$ cat src/hw/ctg_pkg.sv
// Shared constants and types for the cycle timing generator
package ctg_pkg;
	localparam int CLK_NS       = 10;
	localparam int STAGE_NS     = 50;
	localparam int TICK_CYC     = (STAGE_NS + CLK_NS - 1) / CLK_NS;
	localparam int LONG_NS      = 1400;
	localparam int SHORT_NS     = 1200;
	localparam int CHAIN_LEN    = LONG_NS / STAGE_NS;
	localparam int VAR_SKIP     = (LONG_NS - SHORT_NS) / STAGE_NS;
	localparam int VAR_IN       = 5;
	localparam int VAR_OUT      = VAR_IN + VAR_SKIP + 1;
	localparam int PRE_W        = 4;
	localparam logic [3:0] PRESET_PAT = 4'h3;
	localparam int TAP_P1       = 2;
	localparam int TAP_P2       = 11;
	localparam int TAP_P3       = 18;
	localparam int TAP_P4       = 26;
	localparam int TAP_STB_ON   = 3;
	localparam int TAP_READ_OFF = 5;
	localparam int TAP_WRITE_ON = 12;
	localparam int TAP_INH_ON   = 14;
	localparam int FRZ_LO       = 19;
	localparam int FRZ_HI       = 22;
	localparam int MB_LEN       = 7;
	localparam int MB_SRC_OFF   = 3;
	localparam int MB_WR_OFF    = 5;
	localparam int G_ST1        = 0;
	localparam int G_ST2        = 1;
	localparam int G_ST3        = 2;
	localparam int G_ST4        = 3;
	localparam int G_SRC        = 4;
	localparam int G_RET        = 5;
	localparam int G_STB        = 6;
	localparam int G_WR         = 7;
	localparam int G_INH        = 8;
	localparam int G_NUM        = 9;
	localparam int PIN_PRESET_N = 0;
	localparam int PIN_POWER_OK = 1;
	localparam int PIN_START_N  = 2;
	localparam int PIN_MORE_N   = 3;
	localparam int PIN_STROBE_N = 4;
	localparam int PIN_STRAP    = 5;
	localparam int PIN_FETCH    = 6;
	localparam int PIN_INDIRECT = 7;
	localparam int PIN_AUTOIDX  = 8;
	localparam int PIN_SLOW     = 9;
	localparam int PIN_IO       = 10;
	localparam int PIN_NUM      = 11;
	localparam logic [7:0] OFF_CTRL   = 8'h00;
	localparam logic [7:0] OFF_STATUS = 8'h04;
	localparam int CTRL_START   = 0;
	localparam int CTRL_FORCE   = 1;
	localparam int ST_RUN       = 0;
	localparam int ST_GO        = 1;
	localparam int ST_LONG      = 2;
	localparam int ST_STALL     = 3;
	localparam int ST_TS        = 4;
	localparam int ST_PRESET    = 8;
	localparam int ST_ACK       = 9;
	localparam logic [1:0] RESP_OKAY   = 2'h0;
	localparam logic [1:0] RESP_SLVERR = 2'h2;
	typedef enum logic [1:0] {
		SEL_CTRL   = 2'b00,
		SEL_STATUS = 2'b01,
		SEL_NONE   = 2'b10
	} ctg_sel_e;
endpackage

$ cat src/hw/ctg_srff.sv
// Set/reset timing flag with a preset clamp
module ctg_srff #(
	parameter bit PRESET_VAL = 1'b0
) (
	input  wire logic aclk,
	input  wire logic aresetn,
	input  wire logic preset,
	input  wire logic set_in,
	input  wire logic clr_in,
	output logic      q
);
	// Preset dominates, then set over clear
	always_ff @(posedge aclk) begin
		if (!aresetn || preset) begin
			q <= PRESET_VAL;
		end else if (set_in) begin
			q <= 1'b1;
		end else if (clr_in) begin
			q <= 1'b0;
		end
	end
endmodule

$ cat src/hw/ctg_sync.sv
// Two-flop synchroniser for a group of pin levels
module ctg_sync #(
	parameter int W = 1
) (
	input  wire logic         aclk,
	input  wire logic         aresetn,
	input  wire logic [W-1:0] d,
	output logic      [W-1:0] q
);
	logic [W-1:0] meta_r;

	// First stage feeds only the second
	always_ff @(posedge aclk) begin
		if (!aresetn) begin
			meta_r <= '0;
			q      <= '0;
		end else begin
			meta_r <= d;
			q      <= meta_r;
		end
	end
endmodule

$ cat src/hw/ctg_top.sv
// Cycle timing generator: shift chain, time states, pulses, memory gates, register slave
//
// The register offsets and the AXI4-Lite slave port were left to the implementer.
module ctg_top
	import ctg_pkg::*;
#(
	parameter int ADDR_W = 8
) (
	input  wire logic              aclk,
	input  wire logic              aresetn,
	input  wire logic [ADDR_W-1:0] s_axi_awaddr,
	input  wire logic              s_axi_awvalid,
	output logic                   s_axi_awready,
	input  wire logic [31:0]       s_axi_wdata,
	input  wire logic [3:0]        s_axi_wstrb,
	input  wire logic              s_axi_wvalid,
	output logic                   s_axi_wready,
	output logic [1:0]             s_axi_bresp,
	output logic                   s_axi_bvalid,
	input  wire logic              s_axi_bready,
	input  wire logic [ADDR_W-1:0] s_axi_araddr,
	input  wire logic              s_axi_arvalid,
	output logic                   s_axi_arready,
	output logic [31:0]            s_axi_rdata,
	output logic [1:0]             s_axi_rresp,
	output logic                   s_axi_rvalid,
	input  wire logic              s_axi_rready,
	input  wire logic              power_preset_n,
	input  wire logic              power_ok,
	input  wire logic              mem_start_n,
	input  wire logic              more_xfer_n,
	input  wire logic              xfer_strobe_n,
	input  wire logic              long_cycle_strap,
	input  wire logic              fetch_entry,
	input  wire logic              indirect_state,
	input  wire logic              autoindex_ref,
	input  wire logic              slow_entry,
	input  wire logic              io_instruction,
	output logic                   state_one,
	output logic                   state_two,
	output logic                   state_three,
	output logic                   state_four,
	output logic                   pulse_one,
	output logic                   pulse_two,
	output logic                   pulse_three,
	output logic                   pulse_four,
	output logic                   mem_source,
	output logic                   mem_return,
	output logic                   mem_strobe,
	output logic                   mem_write,
	output logic                   mem_inhibit,
	output logic                   run
);
	localparam int PULSE_TAP [4] = '{TAP_P1, TAP_P2, TAP_P3, TAP_P4};

	if (ADDR_W < 3 || ADDR_W > 8) begin : g_chk_addr
		$error("ADDR_W must lie between 3 and 8");
	end
	if (TICK_CYC < 1 || TICK_CYC > 8) begin : g_chk_tick
		$error("Stage tick does not fit the tick counter");
	end

	logic [PIN_NUM-1:0]   pins;
	logic [PIN_NUM-1:0]   pins_s;
	logic [2:0]           tick_cnt_r;
	logic                 tick;
	logic [CHAIN_LEN-1:0] sr_r;
	logic [CHAIN_LEN-1:0] sr_nxt;
	logic [MB_LEN-1:0]    mb_r;
	logic                 run_r;
	logic                 go_r;
	logic                 long_r;
	logic                 ack_r;
	logic                 frz_run_r;
	logic                 stall_r;
	logic                 start_prev_r;
	logic                 strobe_prev_r;
	logic                 force_long_r;
	logic                 sw_start_r;
	logic [3:0]           pulse_r;
	logic [G_NUM-1:0]     g_set;
	logic [G_NUM-1:0]     g_clr;
	logic [G_NUM-1:0]     g_q;
	logic                 preset_s;
	logic                 more_act;
	logic                 start_ev;
	logic                 strobe_ev;
	logic                 st3_end;
	logic                 wr_go;
	logic                 bvalid_r;
	logic [1:0]           bresp_r;
	logic                 rvalid_r;
	logic [1:0]           rresp_r;
	logic [31:0]          rdata_r;
	logic [31:0]          status_w;
	ctg_sel_e             wsel;
	ctg_sel_e             rsel;

	function automatic ctg_sel_e decode(input logic [ADDR_W-1:0] a);
		if (a == OFF_CTRL[ADDR_W-1:0]) begin
			return SEL_CTRL;
		end else if (a == OFF_STATUS[ADDR_W-1:0]) begin
			return SEL_STATUS;
		end
		return SEL_NONE;
	endfunction

	// Leading and trailing edge of the two-stage pulse at a tap
	function automatic logic lead(input int a);
		return sr_r[a] & ~sr_r[a+1];
	endfunction

	function automatic logic trail(input int a);
		return sr_r[a] & ~sr_r[a-1];
	endfunction

	function automatic logic mlead(input int a);
		return mb_r[a] & ~mb_r[a+1];
	endfunction

	function automatic logic mtrail(input int a);
		return mb_r[a] & ~mb_r[a-1];
	endfunction

	assign pins[PIN_PRESET_N] = power_preset_n;
	assign pins[PIN_POWER_OK] = power_ok;
	assign pins[PIN_START_N]  = mem_start_n;
	assign pins[PIN_MORE_N]   = more_xfer_n;
	assign pins[PIN_STROBE_N] = xfer_strobe_n;
	assign pins[PIN_STRAP]    = long_cycle_strap;
	assign pins[PIN_FETCH]    = fetch_entry;
	assign pins[PIN_INDIRECT] = indirect_state;
	assign pins[PIN_AUTOIDX]  = autoindex_ref;
	assign pins[PIN_SLOW]     = slow_entry;
	assign pins[PIN_IO]       = io_instruction;

	ctg_sync #(
		.W(PIN_NUM)
	) u_sync (
		.aclk    (aclk),
		.aresetn (aresetn),
		.d       (pins),
		.q       (pins_s)
	);

	assign preset_s  = ~pins_s[PIN_PRESET_N];
	assign start_ev  = (~pins_s[PIN_START_N] & start_prev_r) | sw_start_r;
	assign strobe_ev = ~pins_s[PIN_STROBE_N] & strobe_prev_r;
	// Only honoured during an I/O instruction, which does not change the cycle length
	assign more_act  = ~pins_s[PIN_MORE_N] & pins_s[PIN_IO];

	always_ff @(posedge aclk) begin
		if (!aresetn) begin
			// Synchroniser resets low, so a high here would fake an edge
			start_prev_r  <= 1'b0;
			strobe_prev_r <= 1'b0;
		end else begin
			start_prev_r  <= pins_s[PIN_START_N];
			strobe_prev_r <= pins_s[PIN_STROBE_N];
		end
	end

	// 50 ns stage tick from the 10 ns clock
	assign tick = (tick_cnt_r == 3'(TICK_CYC - 1));

	always_ff @(posedge aclk) begin
		if (!aresetn || tick) begin
			tick_cnt_r <= '0;
		end else begin
			tick_cnt_r <= tick_cnt_r + 3'h1;
		end
	end

	// Run flag and the chain release one tick later
	always_ff @(posedge aclk) begin
		if (!aresetn || preset_s) begin
			run_r <= 1'b0;
		end else if (start_ev) begin
			run_r <= 1'b1;
		end else if (tick && lead(TAP_P3) && !pins_s[PIN_POWER_OK]) begin
			run_r <= 1'b0;
		end
	end

	always_ff @(posedge aclk) begin
		if (!aresetn || preset_s) begin
			go_r <= 1'b0;
		end else if (tick) begin
			go_r <= run_r;
		end
	end

	// Cycle-length flag; strap and software force hold it set
	always_ff @(posedge aclk) begin
		if (!aresetn) begin
			long_r <= 1'b0;
		end else if (pins_s[PIN_STRAP] || force_long_r) begin
			long_r <= 1'b1;
		end else if (pins_s[PIN_FETCH] || (pins_s[PIN_INDIRECT] && !pins_s[PIN_AUTOIDX])) begin
			long_r <= 1'b0;
		end else if (pins_s[PIN_SLOW]) begin
			long_r <= 1'b1;
		end
	end

	// Chain next value: rotate, preset load, bypass, freeze
	always_comb begin
		sr_nxt = {sr_r[CHAIN_LEN-2:0], sr_r[CHAIN_LEN-1]};
		if (!go_r) begin
			sr_nxt[PRE_W-1:0] = PRESET_PAT;
		end
		if (!long_r) begin
			sr_nxt[VAR_OUT-1:VAR_IN+1] = '0;
			sr_nxt[VAR_OUT]            = sr_r[VAR_IN];
		end
		if (!frz_run_r) begin
			sr_nxt[FRZ_HI:FRZ_LO] = sr_r[FRZ_HI:FRZ_LO];
		end
	end

	always_ff @(posedge aclk) begin
		if (!aresetn) begin
			sr_r <= CHAIN_LEN'(PRESET_PAT);
		end else if (tick) begin
			sr_r <= sr_nxt;
		end
	end

	// Write-half branch never freezes
	always_ff @(posedge aclk) begin
		if (!aresetn) begin
			mb_r <= '0;
		end else if (tick) begin
			mb_r <= {mb_r[MB_LEN-2:0], sr_r[TAP_P3]};
		end
	end

	// Transfer flag: cleared at pulse three, re-armed by a final strobe
	always_ff @(posedge aclk) begin
		if (!aresetn || preset_s) begin
			ack_r <= 1'b1;
		end else if (strobe_ev && !more_act) begin
			ack_r <= 1'b1;
		end else if (tick && lead(TAP_P3) && more_act) begin
			ack_r <= 1'b0;
		end
	end

	always_ff @(posedge aclk) begin
		if (!aresetn || preset_s) begin
			frz_run_r <= 1'b1;
		end else if (tick) begin
			frz_run_r <= ack_r;
		end
	end

	// Stall pending; covers a strobe that beats the freeze
	always_ff @(posedge aclk) begin
		if (!aresetn || preset_s) begin
			stall_r <= 1'b0;
		end else if (tick && lead(TAP_P3) && more_act) begin
			stall_r <= 1'b1;
		end else if (st3_end) begin
			stall_r <= 1'b0;
		end
	end

	// Procedural so the chain read inside lead() is in the sensitivity
	always_comb begin
		st3_end = tick && ack_r && ((lead(TAP_P3) && !more_act) || stall_r);
	end

	// Set and clear taps of the state and memory flags
	always_comb begin
		g_set        = '0;
		g_clr        = '0;
		g_set[G_ST1] = tick && lead(TAP_P4);
		g_clr[G_ST1] = tick && lead(TAP_P1);
		g_set[G_ST2] = tick && lead(TAP_P1);
		g_clr[G_ST2] = tick && lead(TAP_P2);
		g_set[G_ST3] = tick && lead(TAP_P2);
		g_clr[G_ST3] = st3_end;
		g_set[G_ST4] = st3_end;
		g_clr[G_ST4] = tick && lead(TAP_P4);
		g_set[G_SRC] = tick && (lead(TAP_P1) || lead(TAP_WRITE_ON));
		g_clr[G_SRC] = tick && (lead(TAP_READ_OFF) || mlead(MB_SRC_OFF));
		g_set[G_RET] = g_set[G_SRC];
		g_clr[G_RET] = tick && (trail(TAP_READ_OFF) || mtrail(MB_SRC_OFF));
		g_set[G_STB] = tick && lead(TAP_STB_ON);
		g_clr[G_STB] = tick && lead(TAP_READ_OFF);
		g_set[G_WR]  = tick && lead(TAP_WRITE_ON);
		g_clr[G_WR]  = tick && mlead(MB_WR_OFF);
		g_set[G_INH] = tick && lead(TAP_INH_ON);
		g_clr[G_INH] = tick && mlead(MB_WR_OFF);
	end

	for (genvar i = 0; i < G_NUM; i++) begin : g_flag
		ctg_srff #(
			.PRESET_VAL(i == G_ST1)
		) u_flag (
			.aclk    (aclk),
			.aresetn (aresetn),
			.preset  (preset_s),
			.set_in  (g_set[i]),
			.clr_in  (g_clr[i]),
			.q       (g_q[i])
		);
	end

	// Pulse spans both stages around its tap; never reads past the chain end
	for (genvar p = 0; p < 4; p++) begin : g_pulse
		always_ff @(posedge aclk) begin
			if (!aresetn || preset_s) begin
				pulse_r[p] <= 1'b0;
			end else begin
				pulse_r[p] <= lead(PULSE_TAP[p]) | trail(PULSE_TAP[p]);
			end
		end
	end

	assign state_one   = g_q[G_ST1];
	assign state_two   = g_q[G_ST2];
	assign state_three = g_q[G_ST3];
	assign state_four  = g_q[G_ST4];
	assign mem_source  = g_q[G_SRC];
	assign mem_return  = g_q[G_RET];
	assign mem_strobe  = g_q[G_STB];
	assign mem_write   = g_q[G_WR];
	assign mem_inhibit = g_q[G_INH];
	assign pulse_one   = pulse_r[0];
	assign pulse_two   = pulse_r[1];
	assign pulse_three = pulse_r[2];
	assign pulse_four  = pulse_r[3];
	assign run         = run_r;

	// Register slave: one write and one read outstanding
	assign wr_go         = s_axi_awvalid && s_axi_wvalid && !bvalid_r;
	assign s_axi_awready = wr_go;
	assign s_axi_wready  = wr_go;
	assign s_axi_bvalid  = bvalid_r;
	assign s_axi_bresp   = bresp_r;
	assign s_axi_arready = !rvalid_r;
	assign s_axi_rvalid  = rvalid_r;
	assign s_axi_rresp   = rresp_r;
	assign s_axi_rdata   = rdata_r;
	assign wsel          = decode(s_axi_awaddr);
	assign rsel          = decode(s_axi_araddr);

	always_comb begin
		status_w                      = '0;
		status_w[ST_RUN]              = run_r;
		status_w[ST_GO]               = go_r;
		status_w[ST_LONG]             = long_r;
		status_w[ST_STALL]            = stall_r;
		status_w[ST_TS+3:ST_TS]       = g_q[G_ST4:G_ST1];
		status_w[ST_PRESET]           = preset_s;
		status_w[ST_ACK]              = ack_r;
	end

	always_ff @(posedge aclk) begin
		if (!aresetn) begin
			bvalid_r     <= 1'b0;
			bresp_r      <= RESP_OKAY;
			force_long_r <= 1'b0;
			sw_start_r   <= 1'b0;
		end else begin
			sw_start_r <= 1'b0;
			if (wr_go) begin
				bvalid_r <= 1'b1;
				bresp_r  <= (wsel == SEL_NONE) ? RESP_SLVERR : RESP_OKAY;
				if (wsel == SEL_CTRL && s_axi_wstrb[0]) begin
					force_long_r <= s_axi_wdata[CTRL_FORCE];
					sw_start_r   <= s_axi_wdata[CTRL_START];
				end
			end else if (s_axi_bready) begin
				bvalid_r <= 1'b0;
			end
		end
	end

	always_ff @(posedge aclk) begin
		if (!aresetn) begin
			rvalid_r <= 1'b0;
			rresp_r  <= RESP_OKAY;
			rdata_r  <= 32'h0000_0000;
		end else if (s_axi_arvalid && !rvalid_r) begin
			rvalid_r <= 1'b1;
			unique case (rsel)
				SEL_CTRL: begin
					rdata_r <= 32'(force_long_r) << CTRL_FORCE;
					rresp_r <= RESP_OKAY;
				end
				SEL_STATUS: begin
					rdata_r <= status_w;
					rresp_r <= RESP_OKAY;
				end
				default: begin
					rdata_r <= 32'h0000_0000;
					rresp_r <= RESP_SLVERR;
				end
			endcase
		end else if (s_axi_rready) begin
			rvalid_r <= 1'b0;
		end
	end
endmodule

$ cat config.mk
export PLATFORM = sky130hd
export DESIGN_NAME = ctg_top
export DESIGN_NICKNAME = d
export VERILOG_FILES = /design/src/hw/ctg_pkg.sv /design/src/hw/ctg_srff.sv /design/src/hw/ctg_sync.sv /design/src/hw/ctg_top.sv
export SDC_FILE = /design/constraint.sdc
export NUM_CORES = 1
export LEC_CHECK = 0
export BUFFER_PORTS_ARGS = -buffer_cell sky130_fd_sc_hd__buf_4
export CORE_MARGIN = 1.5
export CORE_UTILIZATION = 45
export CTS_BUF_LIST = sky130_fd_sc_hd__clkbuf_16
export CTS_CLUSTER_DIAMETER = 40
export DETAILED_ROUTE_END_ITERATION = 10
export PLACE_DENSITY = 0.76
export SKIP_CTS_REPAIR_TIMING = 1
export SYNTH_ARGS = -nofsm -noshare
export SYNTH_HDL_FRONTEND = slang
export SYNTH_HIERARCHICAL = 1
export SYNTH_SLANG_ARGS = --single-unit
export TNS_END_PERCENT = 100
$ cat constraint.sdc
create_clock -name aclk -period 1.5 [get_ports aclk]
set_input_delay 0.15 -clock aclk [delete_from_list [all_inputs] [get_ports aclk]]
set_output_delay 0.15 -clock aclk [all_outputs]
set_load 0.01 [all_outputs]
==> run metrics <==
status completed; TritonCTS clock tree yes; wire per inst ~13 µm; critical path capture point type flip-flop; 1st-iter DRT viols 150; Fmax achieved ~700 MHz; Distinct cells, synth 40; commonest non-fill, non-tap cell in the layout dfxtp_1; peak supply drop between 0.8 and 0.9 mV; Min Clock Period, post-route about 1.4 ns; I/O pin count approximately 130; Final nets 550; crit-path max FO 5; clock tree buffer depth 2; Clock Latency Late Sink around 0.34 ns; drt via density about 4.8; Seq/Total Area, Yosys a little over half; post-synth top area share between 50% and 60%; starting density of the core 47.18%; ranking of synthesized cells by area dfxtp_1 52%, nand2_1 6.4%, buf_4 5.7%, a21oi_1 5.3%, and2_2 3.2%; Antenna Cells 0; DP HPWL slightly above 5000 µm; Worst path max stage delay between 0.3 and 0.4 ns; commonest non-fill, non-tap cells in the layout 97 x dfxtp_1, 83 x buf_4, 62 x nand2_1; Sink Count 97; Cells after Synth about 400; Total Power 0.005420 W; Final Cell Area about 0.0047 mm²; fin crit share between 90 and 100%; syn avg cell area ~9.3 µm²; max-capacitance violation count 0; Pleak between 2 and 2.5 nW; Die Span Y 93.71 µm; PortBufs 67; Fin. Hold Viols 0; slowest CP cell dfxtp_1; largest net degree at the start of global routing 35; GP Congestion a little under 0.8; CP required 1.74 ns; WHS between 0.015 and 0.02 ns; RSZ-0062 raised after global routing yes; Overall Global Routing Usage 17.66%; clk slew on worst S/H paths 0.06 ns; Die Wd 93.71 µm; CTS H-tree lvls 3; GRT overflow 0; vias in the first global route ~2600; initial antenna violation count 0; share of cells above drive strength 1 27.74%; 1st-pass router iterations 4; root buffer cell clkbuf_16; Worst Setup Start Kind flip-flop; Top delay family on crit path simple AND/OR/NAND/NOR gates; DRC 0; synthesized area roughly 0.0037 mm²; crit path cell chain inv_1 -> ha_1 -> nand2_2 -> buf_4 -> nor3b_4 -> nor2b_1 -> o211a_1; crit path DAT about 1.7 ns; Layout Cells excl Fill 585; first-pass GRT wire length around 12000 µm; Area after DPL between 0.004 and 0.005 mm²; Final setup viols 0; worst path bufs/invs 2; final wirelength between 7000 and 8000 µm; Max Slew Vio Count 0; Ys Warns 6; cell accounting for the most synthesized area dfxtp_1; detailed-route via count about 2800; Max Clock Skew 0.006687 ns; core area between 0.007 and 0.008 mm²; placed cells about 570; PwrDens 1162 mW/mm²; # rows 32; DRT antenna net count 0; Crit Path Class flip-flop to flip-flop; Worst Hold Class input port to flip-flop; Num CTS Buffers 9; Yosys reg bits slightly below 100; area grow syn2layout 25.95%; die area 0.008781 mm²
metrics by stage:
step	TNS [ns]	utilization (%)	worst slack (ns)
CTS	-0.1399	58.40	-0.04547
floorplan	-0.01205	-	-0.004213
finish	0	59.42	0.07097
detailed placement	-0.04806	54.34	-0.03083
global route	-0.02882	59.42	-0.02882
global placement	-0.03360	54.34	-0.01433
final timing paths:
check	slack [ns]	start	cells after the start	endpoint
worst max-delay path	0.07	tick_cnt_r[1]	7	g_flag[3].u_flag/q
worst min-delay path	0.02	indirect_state	2	u_sync/meta_r[7]
worst max register to register	0.07	tick_cnt_r[1]	7	g_flag[3].u_flag/q
worst min register to register	0.43	u_sync/q[4]	2	strobe_prev_r
power by group:
group	internal, W	switching, W
clock network	0.00146	0.000974
logic	0.000170	0.000173
registers	0.00262	0.0000208
flip-flops by register name, indices dropped and copies added, names as in the netlist, 3 cells and up:
name	flops
g_flag.u_flag/q	9
mb_r	7
s_axi_rdata	10
sr_r	28
tick_cnt_r	3
u_sync/meta_r	11
u_sync/q	11
area by class of cell:
class	instances	area [µm²]
multi-input combinational	265	1506
timing repair buffer	88	704.4
fill	695	3184
inverter	17	63.81
clock inverter	7	93.84
sequential	97	1942
tap	102	127.6
clock buffer	9	225.2
layer usage:
metal	wire [µm]	share of wire (%)	track usage, %	vias to the layer above
met5	0	0	0	-
met4	138	1.8	7.463	0
met3	269	3.5	3.964	11
met2	3954	52	30.19	61
met1	3256	43	21.28	1325
li1	-	-	-	1429
cells in the mapped netlist:
cell type,number
a2bb2oi_1,1
a311oi_1,2
mux2_2,1
nand4b_1,1
nor4_1,1
and2_1,7
a21oi_1,39
and2b_4,1
nor4_4,1
nand2_1,63
and2_2,16
buf_4,28
a31oi_1,2
conb_1,1
and3b_1,1
nor3_1,4
and3_2,2
dfxtp_1,97
nand3_1,11
o211a_1,8
mux2i_1,5
nand4_1,1
ha_1,2
and3_1,4
a211oi_1,2
nor2_2,1
inv_1,16
a22o_1,9
clkbuf_1,7
nor2_1,22
nor3b_1,7
and2_0,1
o21ai_0,4
buf_6,5
nor2b_1,10
and4_1,2
o31a_2,1
buf_2,3
nand2b_1,9
inv_2,1
cells by family (layout without fill, tap and decap cells):
logic type	count (synthesis)	in the layout	synth area share, %
mux	6	6	1.656
other cells	1	24	0.1013
fa+ha+maj	2	2	0.6758
flops	97	97	52.45
simple gates	165	165	23.25
compound gates	68	68	11.83
buf+inv	60	121	10.04
No activity file was read; power rests on OpenSTA's default activity.
